File: config.mk
export PLATFORM = sky130hd
export DESIGN_NAME = ric_ctrl
export DESIGN_NICKNAME = d
export VERILOG_FILES = /design/src/ric_pkg.sv /design/src/ric_ms_timer.sv /design/src/ric_ctrl.sv
export SDC_FILE = /design/constraint.sdc
export NUM_CORES = 1
export LEC_CHECK = 0
export ABC_AREA = 0
export BUFFER_PORTS_ARGS = -buffer_cell sky130_fd_sc_hd__buf_2
export CAP_MARGIN = 20
export CORE_MARGIN = 3
export CORE_UTILIZATION = 45
export DETAILED_ROUTE_END_ITERATION = 8
export GPL_TIMING_DRIVEN = 0
export PLACE_DENSITY = 0.76
export SLEW_MARGIN = 20
export SYNTH_ARGS = -nofsm -noshare
export SYNTH_HDL_FRONTEND = slang
export SYNTH_SLANG_ARGS = --single-unit
File: constraint.sdc
create_clock -name clk_sys -period 5.32 [get_ports clk_sys]
set_clock_uncertainty 0.05 [all_clocks]
set_input_delay 0.532 -clock clk_sys [delete_from_list [all_inputs] [get_ports clk_sys]]
set_output_delay 0.532 -clock clk_sys [all_outputs]
set_load 0.05 [all_outputs]
File: src/ric_pkg.sv
package ric_pkg;
  // ------------------------------------------------------------------
  // Register offsets
  // ------------------------------------------------------------------
  localparam logic [7:0] OFS_INT_SRC_CFG = 8'h14;
  localparam logic [7:0] OFS_INT_CLEAR = 8'h15;
  localparam logic [7:0] OFS_RESET_DETECT = 8'h16;
  localparam logic [7:0] OFS_PARAM_HOLD = 8'h17;
  localparam logic [7:0] OFS_RANGE_START = 8'h18;
  localparam logic [7:0] OFS_RANGE_UPPER = 8'h19;
  localparam logic [7:0] OFS_RANGE_LOWER = 8'h1A;
  localparam logic [7:0] OFS_REPEAT_PERIOD = 8'h1B;
  localparam logic [7:0] OFS_TIME_LIMIT = 8'h1C;
  localparam logic [7:0] OFS_LEAK_RATE_HI = 8'h1E;
  localparam logic [7:0] OFS_LEAK_RATE_LO = 8'h1F;
  localparam logic [7:0] OFS_LEAK_MIN_HT = 8'h21;

  // ------------------------------------------------------------------
  // Field positions
  // ------------------------------------------------------------------
  localparam int RANGE_MODE_LSB = 0;
  localparam int ALS_MODE_LSB = 3;
  localparam int CLR_RANGE_BIT = 0;
  localparam int CLR_ALS_BIT = 1;
  localparam int CLR_ERR_BIT = 2;
  localparam int START_BIT = 0;
  localparam int MODE_SEL_BIT = 1;

  // ------------------------------------------------------------------
  // Reset values
  // ------------------------------------------------------------------
  localparam logic [5:0] RST_INT_SRC_CFG = 6'h00;
  localparam logic RST_RESET_DETECT = 1'b1;
  localparam logic [7:0] RST_RANGE_UPPER = 8'hFF;
  localparam logic [7:0] RST_RANGE_LOWER = 8'h00;
  localparam logic [7:0] RST_REPEAT_PERIOD = 8'hFF;
  localparam logic [5:0] RST_TIME_LIMIT = 6'h31;
  localparam logic [15:0] RST_LEAK_RATE = 16'h0000;
  localparam logic [7:0] RST_LEAK_MIN_HT = 8'h14;

  // ------------------------------------------------------------------
  // Interrupt source modes and pin function
  // ------------------------------------------------------------------
  localparam logic [2:0] IMODE_OFF = 3'h0;
  localparam logic [2:0] IMODE_LOW = 3'h1;
  localparam logic [2:0] IMODE_HIGH = 3'h2;
  localparam logic [2:0] IMODE_WINDOW = 3'h3;
  localparam logic [2:0] IMODE_SAMPLE = 3'h4;
  localparam logic [3:0] PIN_FUNC_INT = 4'h8;

  // ------------------------------------------------------------------
  // Timing
  // ------------------------------------------------------------------
  localparam int CLK_PERIOD_NS = 4;
  localparam int MS_NS = 1000000;
  localparam int CYC_PER_MS = MS_NS / CLK_PERIOD_NS;
  localparam logic [11:0] REPEAT_STEP_MS = 12'h00A;

  typedef enum logic [2:0] {
    RIC_IDLE = 3'b001,
    RIC_MEAS = 3'b010,
    RIC_WAIT = 3'b100
  } ric_state_e;
endpackage : ric_pkg

File: src/ric_ms_timer.sv
`timescale 1ns/1ps
`default_nettype none
module ric_ms_timer #(
  parameter int CYC_PER_MS = ric_pkg::CYC_PER_MS
) (
  input wire logic clk_sys,
  input wire logic rst,
  input wire logic load,
  input wire logic stop,
  input wire logic [11:0] load_ms,
  output logic expired
);
  import ric_pkg::*;

  logic [31:0] pre_q;
  logic [11:0] ms_q;
  logic run_q;
  logic tick;

  assign tick = (pre_q == 32'(CYC_PER_MS - 1));

  // Prescaler restarts on every load so each millisecond is whole.
  always_ff @(posedge clk_sys or posedge rst) begin
    if (rst) begin
      pre_q <= 32'h0;
    end else if (load || tick || !run_q) begin
      pre_q <= 32'h0;
    end else begin
      pre_q <= pre_q + 32'h1;
    end
  end

  always_ff @(posedge clk_sys or posedge rst) begin
    if (rst) begin
      ms_q <= 12'h000;
      run_q <= 1'b0;
      expired <= 1'b0;
    end else begin
      expired <= 1'b0;
      if (load) begin
        ms_q <= load_ms;
        run_q <= 1'b1;
      end else if (stop) begin
        run_q <= 1'b0;
      end else if (run_q && tick) begin
        ms_q <= ms_q - 12'h1;
        if (ms_q == 12'h1) begin
          run_q <= 1'b0;
          expired <= 1'b1;
        end
      end
    end
  end
endmodule // ric_ms_timer
`default_nettype wire

File: src/ric_ctrl.sv
`timescale 1ns/1ps
`default_nettype none
module ric_ctrl #(
  parameter int CYC_PER_MS = ric_pkg::CYC_PER_MS
) (
  input wire logic clk_sys,
  input wire logic rst,
  input wire logic reg_wr,
  input wire logic reg_rd,
  input wire logic [7:0] reg_addr,
  input wire logic [7:0] reg_wdata,
  output logic [7:0] reg_rdata,
  output logic meas_start,
  output logic meas_abort,
  input wire logic meas_done,
  input wire logic [7:0] meas_range,
  input wire logic als_sample,
  input wire logic als_below_low,
  input wire logic als_above_high,
  input wire logic err_event,
  input wire logic [3:0] int_pin_func,
  input wire logic int_pin_polarity,
  output logic int_pin_o,
  output logic int_pin_oe_n,
  output logic ranging_busy,
  output logic fw_copy_ok,
  output logic [7:0] upper_limit_act,
  output logic [15:0] leak_rate,
  output logic leak_apply,
  output logic [2:0] int_pending
);
  import ric_pkg::*;

  // ------------------------------------------------------------------
  // Register storage
  // ------------------------------------------------------------------
  logic [5:0] int_cfg_q, int_cfg_act_q, tlimit_q;
  logic [7:0] upper_q, lower_q, period_q, leak_ht_q;
  logic [15:0] leak_rate_q;
  logic [2:0] pend_q;
  logic [11:0] tmr_ms;
  logic reset_detect_q, hold_q, start_q, mode_q, cont_run_q;
  logic wr_clear, start_ack, tmr_load, tmr_stop, tmr_exp;
  logic range_hit, als_hit, sample_end;
  ric_state_e state_q;

  assign wr_clear = reg_wr && (reg_addr == OFS_INT_CLEAR);

  // ------------------------------------------------------------------
  // Host writes
  // ------------------------------------------------------------------
  always_ff @(posedge clk_sys or posedge rst) begin
    if (rst) begin
      int_cfg_q <= RST_INT_SRC_CFG;
      hold_q <= 1'b0;
      mode_q <= 1'b0;
      upper_q <= RST_RANGE_UPPER;
      lower_q <= RST_RANGE_LOWER;
      period_q <= RST_REPEAT_PERIOD;
      tlimit_q <= RST_TIME_LIMIT;
      leak_rate_q <= RST_LEAK_RATE;
      leak_ht_q <= RST_LEAK_MIN_HT;
    end else if (reg_wr) begin
      case (reg_addr)
        OFS_INT_SRC_CFG: int_cfg_q <= reg_wdata[5:0];
        OFS_PARAM_HOLD: hold_q <= reg_wdata[0];
        OFS_RANGE_START: mode_q <= reg_wdata[MODE_SEL_BIT];
        OFS_RANGE_UPPER: upper_q <= reg_wdata;
        OFS_RANGE_LOWER: lower_q <= reg_wdata;
        OFS_REPEAT_PERIOD: period_q <= reg_wdata;
        OFS_TIME_LIMIT: tlimit_q <= reg_wdata[5:0];
        OFS_LEAK_RATE_HI: leak_rate_q[15:8] <= reg_wdata;
        OFS_LEAK_RATE_LO: leak_rate_q[7:0] <= reg_wdata;
        OFS_LEAK_MIN_HT: leak_ht_q <= reg_wdata;
        default: ;
      endcase
    end
  end

  always_ff @(posedge clk_sys or posedge rst) begin
    if (rst) begin
      reset_detect_q <= RST_RESET_DETECT;
    end else if (reg_wr && (reg_addr == OFS_RESET_DETECT)) begin
      reset_detect_q <= reg_wdata[0];
    end
  end

  always_ff @(posedge clk_sys or posedge rst) begin
    if (rst) begin
      start_q <= 1'b0;
    end else if (reg_wr && (reg_addr == OFS_RANGE_START) && reg_wdata[START_BIT]) begin
      start_q <= 1'b1;
    end else if (start_ack) begin
      start_q <= 1'b0;
    end
  end

  assign start_ack = start_q;

  // ------------------------------------------------------------------
  // Register reads
  // ------------------------------------------------------------------
  always_ff @(posedge clk_sys or posedge rst) begin
    if (rst) begin
      reg_rdata <= 8'h00;
    end else if (reg_rd) begin
      case (reg_addr)
        OFS_INT_SRC_CFG: reg_rdata <= {2'b00, int_cfg_q};
        OFS_INT_CLEAR: reg_rdata <= 8'h00;
        OFS_RESET_DETECT: reg_rdata <= {7'h00, reset_detect_q};
        OFS_PARAM_HOLD: reg_rdata <= {7'h00, hold_q};
        OFS_RANGE_START: reg_rdata <= {6'h00, mode_q, start_q};
        OFS_RANGE_UPPER: reg_rdata <= upper_q;
        OFS_RANGE_LOWER: reg_rdata <= lower_q;
        OFS_REPEAT_PERIOD: reg_rdata <= period_q;
        OFS_TIME_LIMIT: reg_rdata <= {2'b00, tlimit_q};
        OFS_LEAK_RATE_HI: reg_rdata <= leak_rate_q[15:8];
        OFS_LEAK_RATE_LO: reg_rdata <= leak_rate_q[7:0];
        OFS_LEAK_MIN_HT: reg_rdata <= leak_ht_q;
        default: reg_rdata <= 8'h00;
      endcase
    end
  end

  // ------------------------------------------------------------------
  // Grouped settings
  // ------------------------------------------------------------------
  // copy only when released
  always_ff @(posedge clk_sys or posedge rst) begin
    if (rst) begin
      int_cfg_act_q <= RST_INT_SRC_CFG;
      upper_limit_act <= RST_RANGE_UPPER;
    end else if (meas_start && !hold_q) begin
      int_cfg_act_q <= int_cfg_q;
      upper_limit_act <= upper_q;
    end
  end

  always_ff @(posedge clk_sys or posedge rst) begin
    if (rst) begin
      fw_copy_ok <= 1'b1;
    end else begin
      fw_copy_ok <= !hold_q;
    end
  end

  // ------------------------------------------------------------------
  // Ranging sequencer
  // ------------------------------------------------------------------
  // repeat delay in ms
  // time limit, zero taken as 1 ms
  always_comb begin
    tmr_load = 1'b0;
    tmr_ms = 12'h000;
    if (state_q == RIC_IDLE && start_ack && (!mode_q || !cont_run_q)) begin
      tmr_load = 1'b1;
      tmr_ms = (tlimit_q == 6'h00) ? 12'h001 : {6'h00, tlimit_q};
    end else if (state_q == RIC_WAIT && tmr_exp) begin
      tmr_load = 1'b1;
      tmr_ms = (tlimit_q == 6'h00) ? 12'h001 : {6'h00, tlimit_q};
    end else if (state_q == RIC_MEAS && (meas_done || tmr_exp) && cont_run_q) begin
      tmr_load = 1'b1;
      tmr_ms = 12'(({4'h0, period_q} + 12'h001) * REPEAT_STEP_MS);
    end
  end

  assign tmr_stop = (state_q == RIC_MEAS) && meas_done && !cont_run_q;

  ric_ms_timer #(.CYC_PER_MS(CYC_PER_MS)) u_timer (.clk_sys(clk_sys), .rst(rst), .load(tmr_load),
    .stop(tmr_stop), .load_ms(tmr_ms), .expired(tmr_exp));

  always_ff @(posedge clk_sys or posedge rst) begin
    if (rst) begin
      state_q <= RIC_IDLE;
      cont_run_q <= 1'b0;
      meas_start <= 1'b0;
      meas_abort <= 1'b0;
      ranging_busy <= 1'b0;
    end else begin
      meas_start <= 1'b0;
      meas_abort <= 1'b0;
      ranging_busy <= (state_q != RIC_IDLE) || cont_run_q;
      if (start_ack && mode_q && cont_run_q) begin
        cont_run_q <= 1'b0;
      end
      case (state_q)
        RIC_IDLE: begin
          if (start_ack && (!mode_q || !cont_run_q)) begin
            cont_run_q <= mode_q;
            meas_start <= 1'b1;
            state_q <= RIC_MEAS;
          end
        end
        RIC_MEAS: begin
          if (meas_done || tmr_exp) begin
            meas_abort <= !meas_done;
            state_q <= (cont_run_q && !(start_ack && mode_q)) ? RIC_WAIT : RIC_IDLE;
          end
        end
        RIC_WAIT: begin
          if (start_ack && mode_q) begin
            state_q <= RIC_IDLE;
          end else if (tmr_exp) begin
            meas_start <= 1'b1;
            state_q <= RIC_MEAS;
          end
        end
        default: state_q <= RIC_IDLE;
      endcase
    end
  end

  // ------------------------------------------------------------------
  // Interrupt sources
  // ------------------------------------------------------------------
  assign sample_end = (state_q == RIC_MEAS) && meas_done;

  always_comb begin
    case (int_cfg_act_q[RANGE_MODE_LSB +: 3])
      IMODE_LOW: range_hit = meas_range < lower_q;
      IMODE_HIGH: range_hit = meas_range > upper_limit_act;
      IMODE_WINDOW: range_hit = (meas_range < lower_q) || (meas_range > upper_limit_act);
      IMODE_SAMPLE: range_hit = 1'b1;
      default: range_hit = 1'b0;
    endcase
  end

  always_comb begin
    case (int_cfg_act_q[ALS_MODE_LSB +: 3])
      IMODE_LOW: als_hit = als_below_low;
      IMODE_HIGH: als_hit = als_above_high;
      IMODE_WINDOW: als_hit = als_below_low || als_above_high;
      IMODE_SAMPLE: als_hit = 1'b1;
      default: als_hit = 1'b0;
    endcase
  end

  always_ff @(posedge clk_sys or posedge rst) begin
    if (rst) begin
      pend_q <= 3'h0;
    end else begin
      pend_q[CLR_RANGE_BIT] <= (sample_end && range_hit) ||
        (pend_q[CLR_RANGE_BIT] && !(wr_clear && reg_wdata[CLR_RANGE_BIT]));
      pend_q[CLR_ALS_BIT] <= (als_sample && als_hit) ||
        (pend_q[CLR_ALS_BIT] && !(wr_clear && reg_wdata[CLR_ALS_BIT]));
      pend_q[CLR_ERR_BIT] <= err_event ||
        (pend_q[CLR_ERR_BIT] && !(wr_clear && reg_wdata[CLR_ERR_BIT]));
    end
  end

  always_ff @(posedge clk_sys or posedge rst) begin
    if (rst) begin
      int_pending <= 3'h0;
      int_pin_o <= 1'b0;
      int_pin_oe_n <= 1'b1;
    end else begin
      int_pending <= pend_q;
      int_pin_oe_n <= (int_pin_func != PIN_FUNC_INT);
      int_pin_o <= (|pend_q) ? int_pin_polarity : !int_pin_polarity;
    end
  end

  // ------------------------------------------------------------------
  // Leakage compensation
  // ------------------------------------------------------------------
  // rate output
  always_ff @(posedge clk_sys or posedge rst) begin
    if (rst) begin
      leak_rate <= RST_LEAK_RATE;
      leak_apply <= 1'b0;
    end else begin
      leak_rate <= leak_rate_q;
      if (sample_end) begin
        leak_apply <= meas_range >= leak_ht_q;
      end
    end
  end
endmodule // ric_ctrl
`default_nettype wire

* Word level (Yosys, flattened, before mapping)
Cells that the tools add are included. Widths: inputs -> output; s select.
Cells by class: div/mod/pow operators 0, eq/ne operators 31, multiplexer cells 39, shift-type cells 0, $mul 1, $add $sub $neg 3, bitwise gates (word level) 0, order comparisons 3, reduce and logical (&&, ||, !) cells 63
Operator list (number):
- $eq 8x5->1 const B | 11
- $pmux 8 s11 | 1
- $mux 12 | 6
- $add 32x1->32 const B | 1
- $eq 32x18->1 const B | 1
- $mux 32 | 1
- $logic_and 1x1->1 | 25
- $reduce_and 2->1 | 12
- $mux 1 | 21
- $eq 3x2->1 const B | 5
- $mux 3 | 5
- $eq 12x1->1 const B | 1
- $sub 12x1->12 const B | 1
- $mul 9x3->11 const B | 1
- $logic_not 1->1 | 10
- $logic_or 1x1->1 | 10
- $add 8x1->9 const B | 1
- $eq 3x1->1 const B | 3
- $eq 3x3->1 const B | 3
- $pmux 3 s3 | 1
- $eq 8x6->1 const B | 1
- $ge 8x8->1 | 1
- $gt 8x8->1 | 1
- $lt 8x8->1 | 1
- other kinds (12) | 16
Storage, ports and cells: bits in latches 0, memories 0, logic and storage cells 171, input bits 38, output and inout port bits 42, RAM bits 0, register bits after elaboration 165, memory bits (read-only) 0

* Depth between registers and ports, before layout
depth in word-level cells 9, mapped depth 12, gate-level depth less buffers 12

* By module
From an unflattened synthesis, not the netlist that was laid out.
Second synthesis, totals: cells, all modules 813, area total of the unflattened synthesis 8947.3 um^2
By module, submodules not included:
- ric_ctrl | seq. area each 3019.1 um^2, instances 1, cells an instance 524, area each 6284.8 um^2
- ric_ms_timer | seq. area each 1151.1 um^2, instances 1, cells an instance 289, area each 2662.6 um^2

* Worst setup path after synthesis
No wires, ideal clock.
path kind register to register, start register period_q[0], end register u_timer.ms_q[8], setup slack 2.556 ns, data required time 5.149 ns, setup time 0.121 ns, data arrival time 2.593 ns, buffers on the path 0, stages on the path, launching flop included 11, period minus slack after synthesis 2.764 ns, path through dfstp_2 > ha_1 > nand3_1 > xnor2_1 > ha_1 > fa_1 > a21o_1 > a211oi_1 > nor3_1 > o21a_1 > o22a_1
Between the ends: cells in the longest elaborated chain, start to end 6
Ends and longest elaborated chain:
- from (decl) | line ric_ctrl.sv:38 | logic [7:0] upper_q, lower_q, period_q, leak_ht_q;
- from (signal assigned) | line ric_ctrl.sv:70 | OFS_REPEAT_PERIOD: period_q <= reg_wdata;
- $add 8x1->9 | line ric_ctrl.sv:163 | tmr_ms = 12'(({4'h0, period_q} + 12'h001) * REPEAT_STEP_MS);
- $mul 9x3->11 | line ric_ctrl.sv:163
- $mux 12 | line ric_ctrl.sv:161 | end else if (state_q == RIC_MEAS && (meas_done || tmr_exp) && cont_run_q) begin
- $mux 12 | line ric_ctrl.sv:158 | end else if (state_q == RIC_WAIT && tmr_exp) begin
- $mux 12 | line ric_ctrl.sv:155 | if (state_q == RIC_IDLE && start_ack && (!mode_q || !cont_run_q)) begin
- $mux 12 | line ric_ms_timer.sv:40 | if (load) begin
- to (signal assigned) | line ric_ms_timer.sv:41 | ms_q <= load_ms;
- to (signal assigned) | line ric_ms_timer.sv:46 | ms_q <= ms_q - 12'h1;
- to (decl) | line ric_ms_timer.sv:16 | logic [11:0] ms_q;
Every way passes these cells. A chain may end at the register's enable or synchronous reset.

* Worst setup path in the final report
start register period_q[0], end register u_timer.ms_q[10]
Same word-level chain as after synthesis.

==> flow_summary.ini <==
[die]
die_w_um = 144
initial_core_util = 0.466
dieArea_sq_mm = 0.0207
rows = 49
core_area_sq_mm = 0.0183
num_io_pins = 80
die_y_um = 144

[route]
num_vias = 6435
avgViaCountPerCell = 5.74
postRouteAntennaNets = 0
first_pass_iters = 6
first_iter_violations = 523
drt_wl_total_mm = 20.6
wl_per_cell_um = 18.4
drc = 0

[grt]
grt_pass1_vias = 6376
grt_pass1_wl_mm = 33.4
antenna_found_initial = 1
grtUsageTotal = 0.206
grt-ovfl-total = 0
grt_max_degree = 112

[clock_network]
cts_tree = built
cts.path.max_buffers = 2
hold_buffers = 0
clock-root-buffer = clkbuf_16
htreeDepth = 4
clk_latency_ns = 0.43
cts_setup_buffers = 0
cts.sinks = 165
ctsResizeCount = 0
clk_pin_slew_ns = 0.07
cts_buffers = 17

[setup_path]
start_kind = register
worst-r2r-cell-count = 11
worst-path-buf-inv = 0
critical_path_arrival_ns = 3.40
crit_type = reg -> reg
cp_max_fo = 7
regToRegStartpoint = period_q[0]
slowest_delay_ns = 0.62
r2r_slack_ns = 2.19
critical_path.top_delay_family = adder cells
r2r_end = u_timer.ms_q[10]
end_kind = register
timing.critical_path.cells = ha_1, nand3_1, xnor2_1, ha_1, fa_1, a211oi_1, o21bai_1, a21oi_1, xnor2_1, a32oi_1, nor2_1
cp_slowest_cell = dfstp_2
crit_required_ns = 5.59

[logic_synthesis]
synthesis.area_sq_mm = 0.00854
ys_types = 76
async_reset_ff_frac = 1.00
yosysSeqAreaShare = 0.488
synth-seq-cells = 165
syn_nets = 864
syn_inst = 784
synth_warnings = 0
yosys_most_used_dff = dfrtp_1
synth-edff-count = 0
syn-mean-instance-area_sq_um = 10.9

[sta]
finalHoldViolations = 0
setup_viol = 0
finalCriticalPeriod_ns = 3.13
max-slew-margin-rel = 0.551
worstMarginPinSlew_ns = 0.670
fmaxAchievable_mhz = 319
drv_slew = 0
fin_crit_sh = 0.588
rsz0062_at_grt = false

[pwr]
powerDensity_mw_per_mm2 = 318
p_switching_uw = 910
ir_drop_mv = 0.295
leakage_nw = 4.37
internal_power_mw = 2.21
clock_power_share = 0.388
power.share.combinational = 0.159
p_seq_frac = 0.453
swShare = 0.292

[place]
place_congestion = 0.905
place_inst = 1089
io_buffer_count = 75
dp_hpwl_mm = 14.5

[layout]
area_growth_syn_to_layout_pct = 14.8
drive_above_1_share = 0.271
final_util = 0.535
fin_nets = 959
fin_cells = 1122

[worst_hold_path]
hold_path_class = in -> async

[run]
drv_cap = 0

[run_status]
status = complete, no violations
-- cell families after synthesis --
| family | count (synthesis) | share of synthesized area |
|---|---|---|
| xor+xnor | 44 | 0.0451 |
| buf+inv | 72 | 0.0362 |
| flops | 165 | 0.488 |
| mux | 80 | 0.108 |
| simple gates | 239 | 0.147 |
| compound gates | 142 | 0.113 |
| fa+ha+maj | 42 | 0.0624 |
-- synthesized netlist by cell type, types with 4 or more instances --
cell type / instances / area [sq um]
a211oi_1: 6 / 45.0
nor3_1: 16 / 80.1
o21ai_0: 27 / 135
inv_1: 45 / 169
and3_1: 9 / 56.3
dfstp_2: 33 / 867
o22ai_1: 7 / 43.8
xnor2_1: 22 / 193
nand2_1: 41 / 154
dfrtp_1: 132 / 3300
o21bai_1: 4 / 30.0
xor2_1: 22 / 193
a31oi_1: 4 / 25.0
ha_1: 41 / 513
nand4_1: 14 / 87.6
a22oi_1: 14 / 105
mux2_2: 71 / 800
and4_1: 6 / 52.6
nor2_1: 73 / 274
a21o_1: 10 / 75.1
mux2_1: 4 / 45.0
o21a_1: 6 / 45.0
buf_4: 7 / 52.6
a221oi_1: 7 / 61.3
o21ai_1: 4 / 20.0
a21oi_1: 26 / 130
nor2b_1: 12 / 75.1
clkbuf_1: 13 / 48.8
a222oi_1: 5 / 50.1
nor3b_1: 5 / 37.5
nor4_1: 7 / 43.8
nand3_1: 25 / 125
-- sequential cells by signal, summed over array words and instances (netlist names), 3 cells and up --
register,flops
u_timer.pre_q,32
leak_rate,16
leak_rate_q,16
u_timer.ms_q,12
leak_ht_q,8
lower_q,8
period_q,8
reg_rdata,8
upper_limit_act,8
upper_q,8
int_cfg_act_q,6
int_cfg_q,6
tlimit_q,6
int_pending,3
pend_q,3
state_q,3
-- area by class of cell --
class	instances	area [sq um]
plain buffers	27	140
clock buffers	20	437
inverters	45	176
diodes	1	2.50
repair buffers	76	403
well taps	229	287
fillers	1573	8520
clock inverters	12	131
flip-flops and latches	165	4170
multi-input cells	547	4070
-- per-stage QoR --
| stage | total power [mW] | worst slack (ns) | area (sq um) | hold WS (ns) | TNS (ns) |
|---|---|---|---|---|---|
| after floorplan | 1.77 | 0.331 | 8540 | 0.314 | 0 |
| after global placement | 1.91 | -1.41 | 9210 | 0.329 | -183.37 |
| after detailed placement | 1.92 | 2.21 | 9240 | 0.331 | 0 |
| after CTS | 3.13 | 2.17 | 9810 | 0.0685 | 0 |
| after global routing | 3.25 | 1.97 | 9810 | 0.0811 | 0 |
| final | 3.12 | 2.19 | 9810 | 0.0664 | 0 |
-- power by group through the flow --
stage                     clock (mW)  combinational (mW)  sequential, mW
final                           1.21               0.495            1.41
after global routing            1.29               0.540            1.42
after floorplan                    0               0.248            1.53
after CTS                       1.23               0.497            1.41
after global placement             0               0.476            1.43
after detailed placement           0               0.490            1.43
-- metal layers --
layer | track usage | wire [um] | vias to the layer above
li1 | - | - | 3026
met1 | 0.290 | 9630 | 3178
met2 | 0.317 | 9450 | 206
met3 | 0.0483 | 1230 | 25
met4 | 0.0629 | 340 | 0
met5 | 0 | 0 | -
-- cell usage in the layout (no fill, tap or decap), types with 25 or more instances in the layout --
cell / count
nand2_1: 41
buf_2: 78
o21ai_0: 27
a21oi_1: 26
nand3_1: 25
ha_1: 41
nor2_1: 73
dfstp_2: 33
inv_1: 44
dfrtp_1: 132
mux2_2: 71
-- how the worst max path moves through the flow --
stage	from	to	slack, ns	cells after the start
final	period_q[0]	u_timer.ms_q[10]	2.19	11
after global routing	period_q[0]	u_timer.ms_q[10]	1.97	11
after CTS	period_q[0]	u_timer.ms_q[10]	2.17	11
after detailed placement	period_q[0]	u_timer.ms_q[10]	2.21	11
after global placement	rst	leak_rate[3]	-1.41	2
after floorplan	rst	cont_run_q	0.33	1
Note: power is estimated with default switching activity, not from simulation.
